===== config.mk =====
export PLATFORM = sky130hd
export DESIGN_NAME = touch_adc_input_mux_ref_control
export DESIGN_NICKNAME = d
export VERILOG_FILES = /design/src/touch_adc_pkg.sv /design/src/touch_adc_input_mux_ref_control.sv
export SDC_FILE = /design/constraint.sdc
export NUM_CORES = 1
export LEC_CHECK = 0
export BUFFER_PORTS_ARGS = -buffer_cell sky130_fd_sc_hd__buf_2
export CORE_ASPECT_RATIO = 0.9
export CORE_MARGIN = 5
export CORE_UTILIZATION = 40
export DETAILED_ROUTE_END_ITERATION = 8
export PLACE_DENSITY = 0.62
export SLEW_MARGIN = 20
export SYNTH_ARGS = -nofsm -noshare
export SYNTH_HDL_FRONTEND = slang
export SYNTH_SLANG_ARGS = --single-unit

===== constraint.sdc =====
create_clock -name core_clk_in -period 2.2 [get_ports core_clk_in]
set_input_delay 0.11 -clock core_clk_in [delete_from_list [all_inputs] [get_ports core_clk_in]]
set_output_delay 0.11 -clock core_clk_in [all_outputs]
set_load 0.02 [all_outputs]

===== src/touch_adc_pkg.sv =====
// Shared constants, codes and state encoding for the touch ADC input control.
package touch_adc_pkg;
  // ==========================================================================
  // Types and state codes
  // ==========================================================================
  typedef logic [2:0] chan_t;
  typedef logic [1:0] ref_sel_t;
  typedef enum logic [3:0] {
    ST_IDLE = 4'h1,
    ST_CTRL = 4'h2,
    ST_ACQ  = 4'h4,
    ST_CONV = 4'h8
  } conv_state_e;

  // ==========================================================================
  // Channel codes
  // ==========================================================================
  localparam chan_t CH_TEMP_LOW = 3'h0;
  localparam chan_t CH_Y_POS = 3'h1;
  localparam chan_t CH_BATTERY = 3'h2;
  localparam chan_t CH_PRESS_FIRST = 3'h3;
  localparam chan_t CH_PRESS_SECOND = 3'h4;
  localparam chan_t CH_X_POS = 3'h5;
  localparam chan_t CH_AUX = 3'h6;
  localparam chan_t CH_TEMP_HIGH = 3'h7;

  // ==========================================================================
  // Reference source codes
  // ==========================================================================
  localparam ref_sel_t REFP_VREF = 2'h0;
  localparam ref_sel_t REFP_YP = 2'h1;
  localparam ref_sel_t REFP_XP = 2'h2;
  localparam ref_sel_t REFN_GND = 2'h0;
  localparam ref_sel_t REFN_YN = 2'h1;
  localparam ref_sel_t REFN_XN = 2'h2;

  // ==========================================================================
  // Serial counts and reset values
  // ==========================================================================
  localparam logic [3:0] CTRL_FIRST_CNT = 4'h1;
  localparam logic [3:0] CTRL_MODE_CNT = 4'h4;
  localparam logic [3:0] ACQ_CLOCKS = 4'h3;
  localparam logic [3:0] CONV_CLOCKS_12 = 4'hC;
  localparam logic [3:0] CONV_CLOCKS_8 = 4'h8;
  localparam logic [3:0] RATIO_EXTRA_CLOCKS = 4'h1;
  localparam int FULL_SCALE_CODES = 4096;
  localparam chan_t RST_CHAN = 3'h0;
  localparam logic RST_SINGLE_ENDED = 1'b1;
  localparam logic RST_RES8 = 1'b0;
  localparam logic RST_INT_REF = 1'b0;
  localparam logic RST_KEEP_ON = 1'b0;
endpackage : touch_adc_pkg


===== src/touch_adc_input_mux_ref_control.sv =====
// Input multiplexer, reference and panel driver control of a touch ADC.
`timescale 1ns/100ps
// Behaviour
// - Channel and reference-mode bits arrive serially on data input and steer config.
// - Single-ended codes pick temp, Y, battery, pressure, X, aux, temp with drivers.
// - Differential codes 001, 011/100, 101 use driven plates as references.
// - Hold captures positive minus negative input, then that value is converted.
// - Reference power bit one turns internal reference on, zero turns it off.
// - Reference-mode low ties reference inputs to the active driver pins.
// - In 12-bit mode one code step is reference span over 4096.
// - Acquire window lasts three serial clocks.
// - Keep-on bit one keeps drivers on between conversions and the converter powered while chip select stays low.
// - Overlapped conversions keep drivers on through the next control byte only with keep-on bit one.
// - Control byte MSB first: start, channel 2..0, resolution, ref mode, powers.
// - Acquire starts after resolution bit; three clocks later conversion starts.
// - Ratiometric conversion keeps drivers on and adds one clock (13 in 12-bit mode, 9 in 8-bit mode).
module touch_adc_input_mux_ref_control (
  input wire logic core_clk_in,
  input wire logic rstn_in,
  input wire logic serial_conv_clock_in,
  input wire logic din_in,
  input wire logic cs_n_in,
  output touch_adc_pkg::chan_t pos_input_sel_out,
  output touch_adc_pkg::ref_sel_t ref_pos_sel_out,
  output touch_adc_pkg::ref_sel_t ref_neg_sel_out,
  output logic drv_xp_out,
  output logic drv_xn_out,
  output logic drv_yp_out,
  output logic drv_yn_out,
  output logic acquire_out,
  output logic hold_out,
  output logic busy_out,
  output logic adc_on_out,
  output logic int_ref_on_out,
  output logic res8_out,
  output logic unsupported_out
);
  import touch_adc_pkg::*;

  // ==========================================================================
  // Pin synchronisers
  // ==========================================================================
  // The first stage feeds only the second; a clock or select level is taken once stages two
  // and three agree, which rejects a single-cycle glitch on those two pins.
  logic [2:0] sclk_s, din_s, csn_s;
  logic [2:0] next_sclk_s, next_din_s, next_csn_s;
  logic sclk_lvl, csn_lvl, next_sclk_lvl, next_csn_lvl;
  logic take, din_lvl;

  always_comb begin
    next_sclk_s = {sclk_s[1:0], serial_conv_clock_in};
    next_din_s = {din_s[1:0], din_in};
    next_csn_s = {csn_s[1:0], cs_n_in};
    next_sclk_lvl = (sclk_s[1] == sclk_s[2]) ? sclk_s[2] : sclk_lvl;
    next_csn_lvl = (csn_s[1] == csn_s[2]) ? csn_s[2] : csn_lvl;
  end

  always_ff @(posedge core_clk_in or negedge rstn_in) begin
    if (!rstn_in) begin
      sclk_s <= 3'h0;
      din_s <= 3'h0;
      csn_s <= 3'h7;
      sclk_lvl <= 1'b0;
      csn_lvl <= 1'b1;
    end else begin
      sclk_s <= next_sclk_s;
      din_s <= next_din_s;
      csn_s <= next_csn_s;
      sclk_lvl <= next_sclk_lvl;
      csn_lvl <= next_csn_lvl;
    end
  end

  assign take = (sclk_s[1] == sclk_s[2]) && sclk_s[2] && !sclk_lvl && !csn_lvl;
  assign din_lvl = din_s[2];

  // ==========================================================================
  // Control byte sequencer
  // ==========================================================================
  conv_state_e state, next_state;
  logic [3:0] cnt, next_cnt, conv_last;
  chan_t chan, next_chan;
  logic res8, ser, pd1, pd0;
  logic next_res8, next_ser, next_pd1, next_pd0;

  // The extra clock of a ratiometric conversion (13th at 12 bits, 9th at 8 bits) lengthens the hold phase.
  assign conv_last = (res8 ? CONV_CLOCKS_8 : CONV_CLOCKS_12)
                     + (ser ? 4'h0 : RATIO_EXTRA_CLOCKS) - 4'h1;

  always_comb begin
    next_state = state;
    next_cnt = cnt;
    next_chan = chan;
    next_res8 = res8;
    next_ser = ser;
    next_pd1 = pd1;
    next_pd0 = pd0;
    if (csn_lvl) begin
      next_state = ST_IDLE;
      next_cnt = 4'h0;
    end else if (take) begin
      unique case (state)
        ST_IDLE: begin
          if (din_lvl) begin
            next_state = ST_CTRL;
            next_cnt = CTRL_FIRST_CNT;
          end
        end
        ST_CTRL: begin
          next_cnt = cnt + 4'h1;
          if (cnt == CTRL_MODE_CNT) begin
            next_res8 = din_lvl;
            next_state = ST_ACQ;
            next_cnt = 4'h0;
          end else begin
            next_chan = {chan[1:0], din_lvl};
          end
        end
        ST_ACQ: begin
          next_cnt = cnt + 4'h1;
          unique case (cnt)
            4'h0: next_ser = din_lvl;
            4'h1: next_pd1 = din_lvl;
            default: next_pd0 = din_lvl;
          endcase
          if (cnt == ACQ_CLOCKS - 4'h1) begin
            next_state = ST_CONV;
            next_cnt = 4'h0;
          end
        end
        ST_CONV: begin
          if (din_lvl) begin
            next_state = ST_CTRL;
            next_cnt = CTRL_FIRST_CNT;
          end else if (cnt == conv_last) begin
            next_state = ST_IDLE;
            next_cnt = 4'h0;
          end else begin
            next_cnt = cnt + 4'h1;
          end
        end
      endcase
    end
  end

  always_ff @(posedge core_clk_in or negedge rstn_in) begin
    if (!rstn_in) begin
      state <= ST_IDLE;
      cnt <= 4'h0;
      chan <= RST_CHAN;
      res8 <= RST_RES8;
      ser <= RST_SINGLE_ENDED;
      pd1 <= RST_INT_REF;
      pd0 <= RST_KEEP_ON;
    end else begin
      state <= next_state;
      cnt <= next_cnt;
      chan <= next_chan;
      res8 <= next_res8;
      ser <= next_ser;
      pd1 <= next_pd1;
      pd0 <= next_pd0;
    end
  end

  // ==========================================================================
  // Multiplexer, reference and driver configuration
  // ==========================================================================
  logic [3:0] pat, next_drv;
  logic unsup, active;
  ref_sel_t refp, refn;

  always_comb begin
    pat = 4'h0;
    refp = REFP_VREF;
    refn = REFN_GND;
    unsup = 1'b0;
    unique case (chan)
      CH_Y_POS: begin
        pat = 4'h3;
        if (!ser) begin
          refp = REFP_YP;
          refn = REFN_YN;
        end
      end
      CH_PRESS_FIRST, CH_PRESS_SECOND: begin
        pat = 4'h6;
        if (!ser) begin
          refp = REFP_YP;
          refn = REFN_XN;
        end
      end
      CH_X_POS: begin
        pat = 4'hC;
        if (!ser) begin
          refp = REFP_XP;
          refn = REFN_XN;
        end
      end
      default: unsup = !ser;
    endcase
    // Single-ended drivers drop at hold, so the sample is taken loaded.
    active = (state == ST_ACQ) || ((state == ST_CONV) && !ser)
             || (((state == ST_IDLE) || (state == ST_CTRL)) && pd0);
    next_drv = (active && !unsup) ? pat : 4'h0;
  end

  // Bit order of next_drv: 3 X+, 2 X-, 1 Y+, 0 Y-.
  always_ff @(posedge core_clk_in or negedge rstn_in) begin
    if (!rstn_in) begin
      pos_input_sel_out <= RST_CHAN;
      ref_pos_sel_out <= REFP_VREF;
      ref_neg_sel_out <= REFN_GND;
      {drv_xp_out, drv_xn_out, drv_yp_out, drv_yn_out} <= 4'h0;
      acquire_out <= 1'b0;
      hold_out <= 1'b0;
      busy_out <= 1'b0;
      adc_on_out <= 1'b0;
      int_ref_on_out <= RST_INT_REF;
      res8_out <= RST_RES8;
      unsupported_out <= 1'b0;
    end else begin
      pos_input_sel_out <= chan;
      ref_pos_sel_out <= refp;
      ref_neg_sel_out <= refn;
      {drv_xp_out, drv_xn_out, drv_yp_out, drv_yn_out} <= next_drv;
      acquire_out <= (state == ST_ACQ);
      hold_out <= (state == ST_CONV);
      busy_out <= (state == ST_CONV);
      adc_on_out <= !csn_lvl && ((state != ST_IDLE) || pd0);
      int_ref_on_out <= pd1;
      res8_out <= res8;
      unsupported_out <= unsup;
    end
  end
endmodule : touch_adc_input_mux_ref_control


==> results of run 1 <==
-- logic make-up after synthesis --
group	synth area share
xor gates and xnor gates	0.0229
DFF	0.567
buffers and inverters	0.0445
and+or+nand+nor	0.156
AOI/OAI and AO/OA	0.103
muxes	0.0622
adders and majority gates	0.0445
-- worst reg2reg max path: stages, from the launching register on --
cell and delay (ns):
dfstp_2 0.62, or4b_2 0.66, o21bai_2 0.21, a211o_2 0.18
mux2_1 0.32
-- layer usage --
metal / part of all wire / track usage / vias up
li1: - / - / 610
met1: 0.48 / 0.168 / 616
met2: 0.45 / 0.203 / 38
met3: 0.060 / 0.0335 / 5
met4: 0.012 / 0.0563 / 0
met5: 0 / 0 / -
-- worst max path at each step --
stage	start	endpoint	slack, ns
floorplan	state[0]$_DFFE_PN1P_	state[3]$_DFFE_PN0P_	0.15
global placement	state[0]$_DFFE_PN1P_	state[3]$_DFFE_PN0P_	0.17
detailed placement	state[0]$_DFFE_PN1P_	state[3]$_DFFE_PN0P_	0.12
CTS	state[0]$_DFFE_PN1P_	state[3]$_DFFE_PN0P_	0.11
global route	state[0]$_DFFE_PN1P_	state[3]$_DFFE_PN0P_	0.03
finish	state[0]$_DFFE_PN1P_	state[3]$_DFFE_PN0P_	0.09
-- layout make-up --
cell class                 instances  area share
clock buffer                       7      0.0438
multi-input combinational        100       0.338
timing repair buffer              28      0.0751
tap                               62      0.0353
clock inverter                     1     0.00341
inverter                           7      0.0120
sequential                        43       0.493
-- report_power, final --
part	internal [W]	total, W	switching, W
Clock	0.000285	0.000543	0.000258
Combinational	0.0000382	0.0000954	0.0000572
Sequential	0.000818	0.000844	0.0000253
-- flip-flops by register name, indices dropped and copies added (netlist names), 2 cells and up --
signal             flops
csn_s                  3
sclk_s                 3
ref_neg_sel_out        2
ref_pos_sel_out        2
pos_input_sel_out      3
din_s                  3
cnt                    4
state                  4
chan                   3
-- per-stage QoR --
stage / utilization / hold WS [ns]
floorplan: - / -0.186
global placement: 0.452 / 0.217
detailed placement: 0.452 / 0.216
CTS: 0.483 / 0.355
global route: 0.483 / 0.361
finish: 0.483 / 0.353
-- cell usage in the layout, fill, tap and decap left out, types with 2 or more instances in the layout --
master,netlist,final
xor2_1,3,3
mux2_4,2,2
a21oi_1,7,7
mux2_2,6,6
dfrtp_1,37,37
o211ai_1,3,3
nand2b_1,2,2
nor2_1,14,14
nor3_1,6,6
or4b_2,2,2
o21ai_0,4,4
buf_2,2,22
buf_4,2,2
xnor2_1,2,2
o31ai_1,2,2
dfstp_2,6,6
nand2_1,6,6
a31oi_1,3,3
nand3_1,3,3
clkbuf_8,0,7
dlygate4sd3_1,0,4
ha_1,6,6
nor2b_1,3,3
nor3b_1,3,3
inv_1,7,7
==> flow_summary.ini, run 1 <==
[run_status]
status = finished clean

[timing]
tns_ns = 0
finalMaxSlewViolations = 0
finalSetupViolCount = 0
grt_setup_unrepaired = no
period_minus_slack_ns = 2.11
setup_ws_ns = 0.0945
finalClockSkew_ns = 0.00887
relSlewSlack = 0.384
post-route-period-util = 0.957
hold_viol_final = 0
tightest_slew_ns = 0.924
clock.fmax_mhz = 475

[clock_tree]
numCtsBuffers = 5
clock_latency_ns = 0.29
postCtsHoldBufs = 4
cts_setup_buffers = 0
cts_buffer_depth = 2
cts_tree = built
htree_levels = 2
ctsResizeCount = 0
cts.sinks = 43
clk_pin_slew_worst_paths_ns = 0.08
cts-root-buf = clkbuf_8

[worst_setup_path]
reg2reg_slack_ns = 0.09
crit_chain = or4b_2 -> o21bai_2 -> a211o_2 -> mux2_1
ff2ff_path_depth = 4
cpPeakStageDelay_ns = 0.66
endpoint_kind = flop
start_kind = flop
r2r-start = state[0]$_DFFE_PN1P_
cp_max_fo = 10
cp_top_family = simple AND/OR/NAND/NOR gates
cp.arrival_ns = 2.28
crit_type = flop to flop
critical_path_required_ns = 2.37
cpMaxStageDelayCell = or4b_2
path_buf_inv = 0
cp.depth = 4
worst_r2r_endpoint = state[3]$_DFFE_PN0P_

[power]
ir_drop_v = 0.000391
p_leak_nw = 1.05
power.total_w = 0.00148
power.density_nw_per_um2 = 674

[synth]
synth-edff-count = 0
avgSynthCellArea_sq_um = 12.0
syn_area_sq_um = 1910
synthFlopType = dfrtp_1
synth_fp_nets = 170
ys_top_cells_by_area = dfrtp_1, dfstp_2, ha_1, mux2_2, nor2_1
synth_cell_types = 48
ys_warn_count = 0
seq_area_frac_synth = 0.567
synth-async-reset-ratio = 1.00
synth_commonest_cells = dfrtp_1, nor2_1, a21oi_1, inv_1
synth_most_common_cell = dfrtp_1
synth_seq_cells = 43
synth_top_area_share = 0.485
syn_inst = 159
synth.largest_area_cell = dfrtp_1

[worst_hold_path]
min_path_cells = 0
hold_path.class = flop to flop
min_to = din_s[2]$_DFF_PN0_
hp-start = din_s[1]$_DFF_PN0_

[drt]
drtAntennaViolNets = 0
vias = 1269
drc_errors = 0
dr.pass1.iters = 4
wl_um = 3600
wire_per_inst_um = 14.5
drtIter0Drc = 131
via_per_inst = 5.12

[finish]
regArea_sq_um = 1080
fillCellCount = 419
n_antenna_cell = 0
fin_nets = 196
fin_cells = 248
syn_to_final_growth_pct = 15.1
fin_area_sq_um = 2200
drive_gt1_frac = 0.301
multiInputGateArea_sq_um = 742

[global_route]
grt_first_pass_wirelength_um = 6280
grt_pass1_vias = 1303
grt-ovfl-total = 0
grt.total_usage = 0.128
antenna_found_initial = 0
grt_max_degree = 44

[placement]
place_congestion = 0.856
placedCellCount = 236
io_buffers = 22
pre_cts_slack_ns = 0.117
dp_hpwl_um = 2530
placed_area_sq_um = 2050

[floorplanning]
rows = 23
io_pins = 23
die-area_sq_um = 6260
core_sq_um = 4550
start_util = 0.420
dieWidth_um = 82.9
die_h_um = 75.6

[run]
maxCapViolations = 0
Power figures use the tool's default switching activity.
==> run 2: changes to the inputs <==
--- a/config.mk
+++ b/config.mk
@@ -5,6 +5,7 @@
 export SDC_FILE = /design/constraint.sdc
 export NUM_CORES = 1
 export LEC_CHECK = 0
+export ABC_AREA = 1
 export BUFFER_PORTS_ARGS = -buffer_cell sky130_fd_sc_hd__buf_2
 export CORE_ASPECT_RATIO = 0.9
 export CORE_MARGIN = 5
==> run 2 against run 1 <==
Register-to-register slack better by 0.43 ns. Cell area up 1.1%. Non-clock buffer count down 2. Via count up 7.0%. Sequential share of layout area down 0.53 points. Total power up 36%. Combinational power rose to 4.7 times the previous value. First-iteration DRC count down 56%. Setup slack better by 0.43 ns. Clock power up 10%.
==> flow_summary.ini, run 2 <==
[run_status]
status = finished clean

[timing]
grt_setup_unrepaired = no
hold_viol_final = 0
clock.fmax_mhz = 597
tightest_slew_ns = 0.898
tns_ns = 0
finalClockSkew_ns = 0.00659
period_minus_slack_ns = 1.68
finalSetupViolCount = 0
post-route-period-util = 0.762
relSlewSlack = 0.401
finalMaxSlewViolations = 0

[worst_setup_path]
reg2reg_slack_ns = 0.52
endpoint_kind = flop
crit_type = flop to flop
cp_max_fo = 10
r2r-start = ser$_DFFE_PN1P_
worst_r2r_endpoint = state[2]$_DFFE_PN0P_
critical_path_required_ns = 2.38
ff2ff_path_depth = 9
cp.arrival_ns = 1.86
start_kind = flop

[power]
p_leak_nw = 1.16
ir_drop_v = 0.000494
power.density_nw_per_um2 = 904
power.total_w = 0.00201

[synth]
syn_area_sq_um = 1890
synthFlopType = dfrtp_1
synth_cell_types = 24
synth_most_common_cell = nand2_1
synth_top_area_share = 0.489
synth_commonest_cells = nand2_1, dfrtp_1, nor2_1, inv_1, nand3_1
synth-edff-count = 0
synth_fp_nets = 221
seq_area_frac_synth = 0.572
ys_warn_count = 0
syn_inst = 210
synth-async-reset-ratio = 1.00
avgSynthCellArea_sq_um = 9.02
synth_seq_cells = 43
ys_top_cells_by_area = dfrtp_1, nand2_1, dfstp_2, nor2_1, inv_1
synth.largest_area_cell = dfrtp_1

[clock_tree]
cts-root-buf = clkbuf_8
cts_setup_buffers = 0
ctsResizeCount = 0
htree_levels = 2
cts_buffer_depth = 2
numCtsBuffers = 5
clk_pin_slew_worst_paths_ns = 0.08
clock_latency_ns = 0.29
cts_tree = built
cts.sinks = 43

[global_route]
grt.total_usage = 0.125
grt_max_degree = 44
grt_first_pass_wirelength_um = 5890
grt_pass1_vias = 1271
antenna_found_initial = 0
grt-ovfl-total = 0

[worst_hold_path]
min_path_cells = 0
hp-start = sclk_s[0]$_DFF_PN0_
hold_path.class = flop to flop
min_to = sclk_s[1]$_DFF_PN0_

[floorplanning]
start_util = 0.419
dieWidth_um = 82.5
io_pins = 23
die-area_sq_um = 6210
core_sq_um = 4520
die_h_um = 75.3
rows = 23

[finish]
multiInputGateArea_sq_um = 689
syn_to_final_growth_pct = 17.3
regArea_sq_um = 1080
layout_commonest_cell = nand2_1
drive_gt1_frac = 0.227
top_regs = cnt x4, state x4
finish.utilization = 0.492
fin_cells = 304
fillCellCount = 434
final_cell_mix = nand2_1, dfrtp_1, nor2_1
n_antenna_cell = 0
fin_nets = 252

[drt]
wire_per_inst_um = 11.0
wl_um = 3330
drtIter0Drc = 57
via_per_inst = 4.47
vias = 1358
drc_errors = 0
dr.pass1.iters = 4
drtAntennaViolNets = 0

[placement]
io_buffers = 22
placedCellCount = 292
dp_hpwl_um = 2460
place_congestion = 0.816

[run]
maxCapViolations = 0
run 2: cell count changes after synthesis, sizes merged, moves of 4 or more:
cell	delta
inv	+22
nand3	+11
buf	-4
or4b	-4
nor2	+22
mux2	-9
nand2	+48
nor3	-4
o21ai	+6
run 2: through the flow:
step	worst slack (ns)	instance area, sq um	hold WS [ns]
6_report	0.524	2220	0.354
2_1_floorplan	0.783	1890	-0.186
3_5_place_dp	0.546	2070	0.218
3_3_place_gp	0.568	2070	0.215
4_1_cts	0.519	2220	0.356
5_1_grt	0.323	2220	0.367
run 2: worst max-delay path, stage by stage (launching register included):
cell and delay, ns:
dfstp_2 0.63, ha_1 0.27, nand2_1 0.07, inv_1 0.04
nor2_1 0.07, nand3_1 0.15, nand3_2 0.15, nand2_4 0.08
nand2_1 0.07, nand2_1 0.05
run 2: power breakdown:
part | leakage (nW) | internal (W) | switching [W] | total, W
Clock | 0.0581 | 0.000338 | 0.000261 | 0.000598
Combinational | 0.548 | 0.000144 | 0.000308 | 0.000452
Sequential | 0.552 | 0.000893 | 0.0000663 | 0.000959
run 2: how the worst max path moves through the flow:
stage	from	endpoint	slack, ns
2_1_floorplan	ser$_DFFE_PN1P_	state[3]$_DFFE_PN0P_	0.78
3_3_place_gp	ser$_DFFE_PN1P_	state[2]$_DFFE_PN0P_	0.57
3_5_place_dp	ser$_DFFE_PN1P_	state[2]$_DFFE_PN0P_	0.55
4_1_cts	ser$_DFFE_PN1P_	state[2]$_DFFE_PN0P_	0.52
5_1_grt	ser$_DFFE_PN1P_	state[1]$_DFFE_PN0P_	0.32
6_report	ser$_DFFE_PN1P_	state[2]$_DFFE_PN0P_	0.52
run 2: layer usage:
layer | wire [um] | vias to the layer above | global-route usage
li1 | - | 712 | -
met5 | 0 | - | 0
met2 | 1410 | 40 | 0.186
met1 | 1650 | 602 | 0.178
met4 | 40 | 0 | 0.0436
met3 | 228 | 4 | 0.0323
run 2: timing repair:
item	4_1_cts	5_1_grt
hold buffers	4	0
setup endpoints to repair	0	0
hold endpoints to repair	40	0
run 2: layout make-up:
cell class | instances | area share
clock buffer | 5 | 0.0310
multi-input combinational | 136 | 0.310
sequential | 43 | 0.488
tap | 62 | 0.0349
inverter | 29 | 0.0490
clock inverter | 3 | 0.0197
timing repair buffer | 26 | 0.0676
run 2: cell families (layout without fill, tap and decap cells):
group                      count (synthesis)  count (layout)  synth area share
buffers and inverters                     31              63            0.0641
adders and majority gates                  7               7            0.0449
and+or+nand+nor                          109             109             0.262
DFF                                       43              43             0.572
AOI/OAI and AO/OA                         20              20            0.0568
==> run 3: changes to the inputs <==
--- a/config.mk
+++ b/config.mk
@@ -5,13 +5,13 @@
 export SDC_FILE = /design/constraint.sdc
 export NUM_CORES = 1
 export LEC_CHECK = 0
-export ABC_AREA = 1
+export ABC_AREA = 0
 export BUFFER_PORTS_ARGS = -buffer_cell sky130_fd_sc_hd__buf_2
 export CORE_ASPECT_RATIO = 0.9
 export CORE_MARGIN = 5
 export CORE_UTILIZATION = 40
 export DETAILED_ROUTE_END_ITERATION = 8
-export PLACE_DENSITY = 0.62
+export PLACE_DENSITY = 0.59
 export SLEW_MARGIN = 20
 export SYNTH_ARGS = -nofsm -noshare
 export SYNTH_HDL_FRONTEND = slang
==> constraint.sdc (replaced) <==
create_clock -name core_clk_in -period 1.6 [get_ports core_clk_in]
set_input_delay 0.08 -clock core_clk_in [delete_from_list [all_inputs] [get_ports core_clk_in]]
set_output_delay 0.08 -clock core_clk_in [all_outputs]
set_load 0.02 [all_outputs]
==> run 3 against run 2 <==
The run now ends with negative setup slack left. Register-to-register slack got worse by 0.78 ns. Critical path type unchanged. Sequential power is 20% higher. Utilization grew 11 points. Hold slack about the same. Largest power group unchanged. Die area increased by 0.75%. Combinational power fell by 53%. Highest routed layer unchanged. Global-route usage rose by 3.1 points. Largest cell class unchanged. Wire length is 30% higher.
==> flow_summary.ini, run 3 (synthesis results as in run 1) <==
[run_status]
status = finished, violations left
violations = negative setup slack

[run]
maxCapViolations = 0

[worst_setup_path]
cpPeakStageDelay_ns = 0.57
cp.arrival_ns = 2.04
critical_path_required_ns = 1.78
endpoint_kind = flop
crit_chain = buf_4 -> and3_1 -> o211ai_1 -> a211o_4 -> mux2_4
cpMaxStageDelayCell = dfstp_2
critPathLaunch = ser$_DFFE_PN1P_
cp_max_fo = 10
start_kind = flop
r2r-start = ser$_DFFE_PN1P_
crit_type = flop to flop
cp_top_family = flip-flops
path_buf_inv = 1

[timing]
finalClockSkew_ns = 0.00822
hold_viol_final = 0
grt_setup_unrepaired = yes
clock.fmax_mhz = 538
finalMaxSlewViolations = 0
period_minus_slack_ns = 1.86
setup_ws_ns = -0.257
tightest_slew_ns = 0.532
finalSetupViolCount = 19
relSlewSlack = 0.645
post-route-period-util = 1.16

[clock_tree]
cts.sinks = 43
clk_pin_slew_worst_paths_ns = 0.09
cts_buffer_depth = 2
htree_levels = 2
cts-root-buf = clkbuf_8
clock_latency_ns = 0.29
numCtsBuffers = 5
cts_tree = built

[global_route]
grt-ovfl-total = 0
grt_max_degree = 44
grt_pass1_vias = 1494
grt.total_usage = 0.156
antenna_found_initial = 0
grt_first_pass_wirelength_um = 7570

[power]
ir_drop_v = 0.000624
p_leak_nw = 1.30
power.total_w = 0.00225
power.density_nw_per_um2 = 826

[worst_hold_path]
hold_path.class = flop to flop
hp-start = din_s[1]$_DFF_PN0_

[drt]
vias = 1423
wire_per_inst_um = 15.1
drc_errors = 0
dr.pass1.iters = 4
drtIter0Drc = 44
drtAntennaViolNets = 0
wl_um = 4330
via_per_inst = 4.96

[placement]
place_congestion = 0.806
placedCellCount = 268
io_buffers = 22
placed_area_sq_um = 2360
dp_hpwl_um = 3010

[finish]
n_antenna_cell = 0
fin_nets = 235
fin_cells = 287
drive_gt1_frac = 0.516
syn_to_final_growth_pct = 42.6
layout_commonest_cell = dfrtp_1
top_regs = cnt x4, state x4
fin_area_sq_um = 2720
final_cell_mix = dfrtp_1, buf_4, buf_2
fillCellCount = 380

[floorplanning]
die-area_sq_um = 6260
start_util = 0.420
die_h_um = 75.6
rows = 23
io_pins = 23
dieWidth_um = 82.9
core_sq_um = 4550
==> run 3: changes by cell type in the layout (fill, tap and decap cells not counted), sizes merged, moves of 6 or more <==
cell   change
nand2     -48
nand3     -11
nor2      -22
buf       +41
inv       -21
o21ai      -6
mux2       +9
==> run 3: final cells by class <==
cell class	instances	area, sq um	area share
sequential	43	1080	0.398
multi-input combinational	100	927	0.340
timing repair buffer	67	488	0.179
clock buffer	6	82.6	0.0303
tap	62	77.6	0.0285
clock inverter	2	38.8	0.0142
inverter	7	26.3	0.00965
==> run 3: final timing paths <==
kind                                           endpoint  slack (ns)  cells past startpoint
min in group asynchronous  ref_neg_sel_out[1]$_DFF_PN0_        0.38                      3
max in group asynchronous          state[0]$_DFFE_PN1P_        0.83                      3
max                                state[3]$_DFFE_PN0P_       -0.26                      5
min reg2reg                          din_s[2]$_DFF_PN0_        0.35                      0
max reg2reg                        state[3]$_DFFE_PN0P_       -0.26                      5
min                                  din_s[2]$_DFF_PN0_        0.35                      0
==> run 3: per-layer routing <==
layer | up-vias | track usage | wire length [um]
met1 | 712 | 0.198 | 2000
met2 | 21 | 0.260 | 2110
met4 | 0 | 0.0672 | 60
met3 | 6 | 0.0378 | 162
met5 | - | 0 | 0
li1 | 684 | - | -
==> run 3: where the power goes <==
group / switching [W] / internal, W / leakage [nW]
sequential: 0.0000227 / 0.00112 / 0.557
clock: 0.000375 / 0.000514 / 0.0618
combinational: 0.000117 / 0.0000967 / 0.677
total: 0.000515 / 0.00173 / 1.30
==> run 3: repair_timing <==
action | 4_1_cts | 5_1_grt
pin swaps | 10 | 7
hold endpoints to repair | 40 | 0
gates resized for setup | 24 | 12
buffers inserted | 4 | 3
hold buffers | 4 | 0
endpoints found under the setup margin | 16 | 19
==> run 3: stage by stage <==
stage	hold slack, ns	utilization	setup WS [ns]	TNS (ns)
floorplan	-0.216	-	-0.241	-1.70
global placement	0.166	0.518	-0.238	-2.47
detailed placement	0.185	0.518	-0.268	-2.81
CTS	0.354	0.582	-0.215	-1.68
global route	0.366	0.599	-0.327	-3.13
finish	0.354	0.599	-0.257	-2.28
==> run 3: worst register-to-register path: stages, from the launching register on <==
cell	delay [ns]
dfstp_2	0.57
buf_4	0.19
and3_1	0.17
o211ai_1	0.15
a211o_4	0.38
mux2_4	0.30
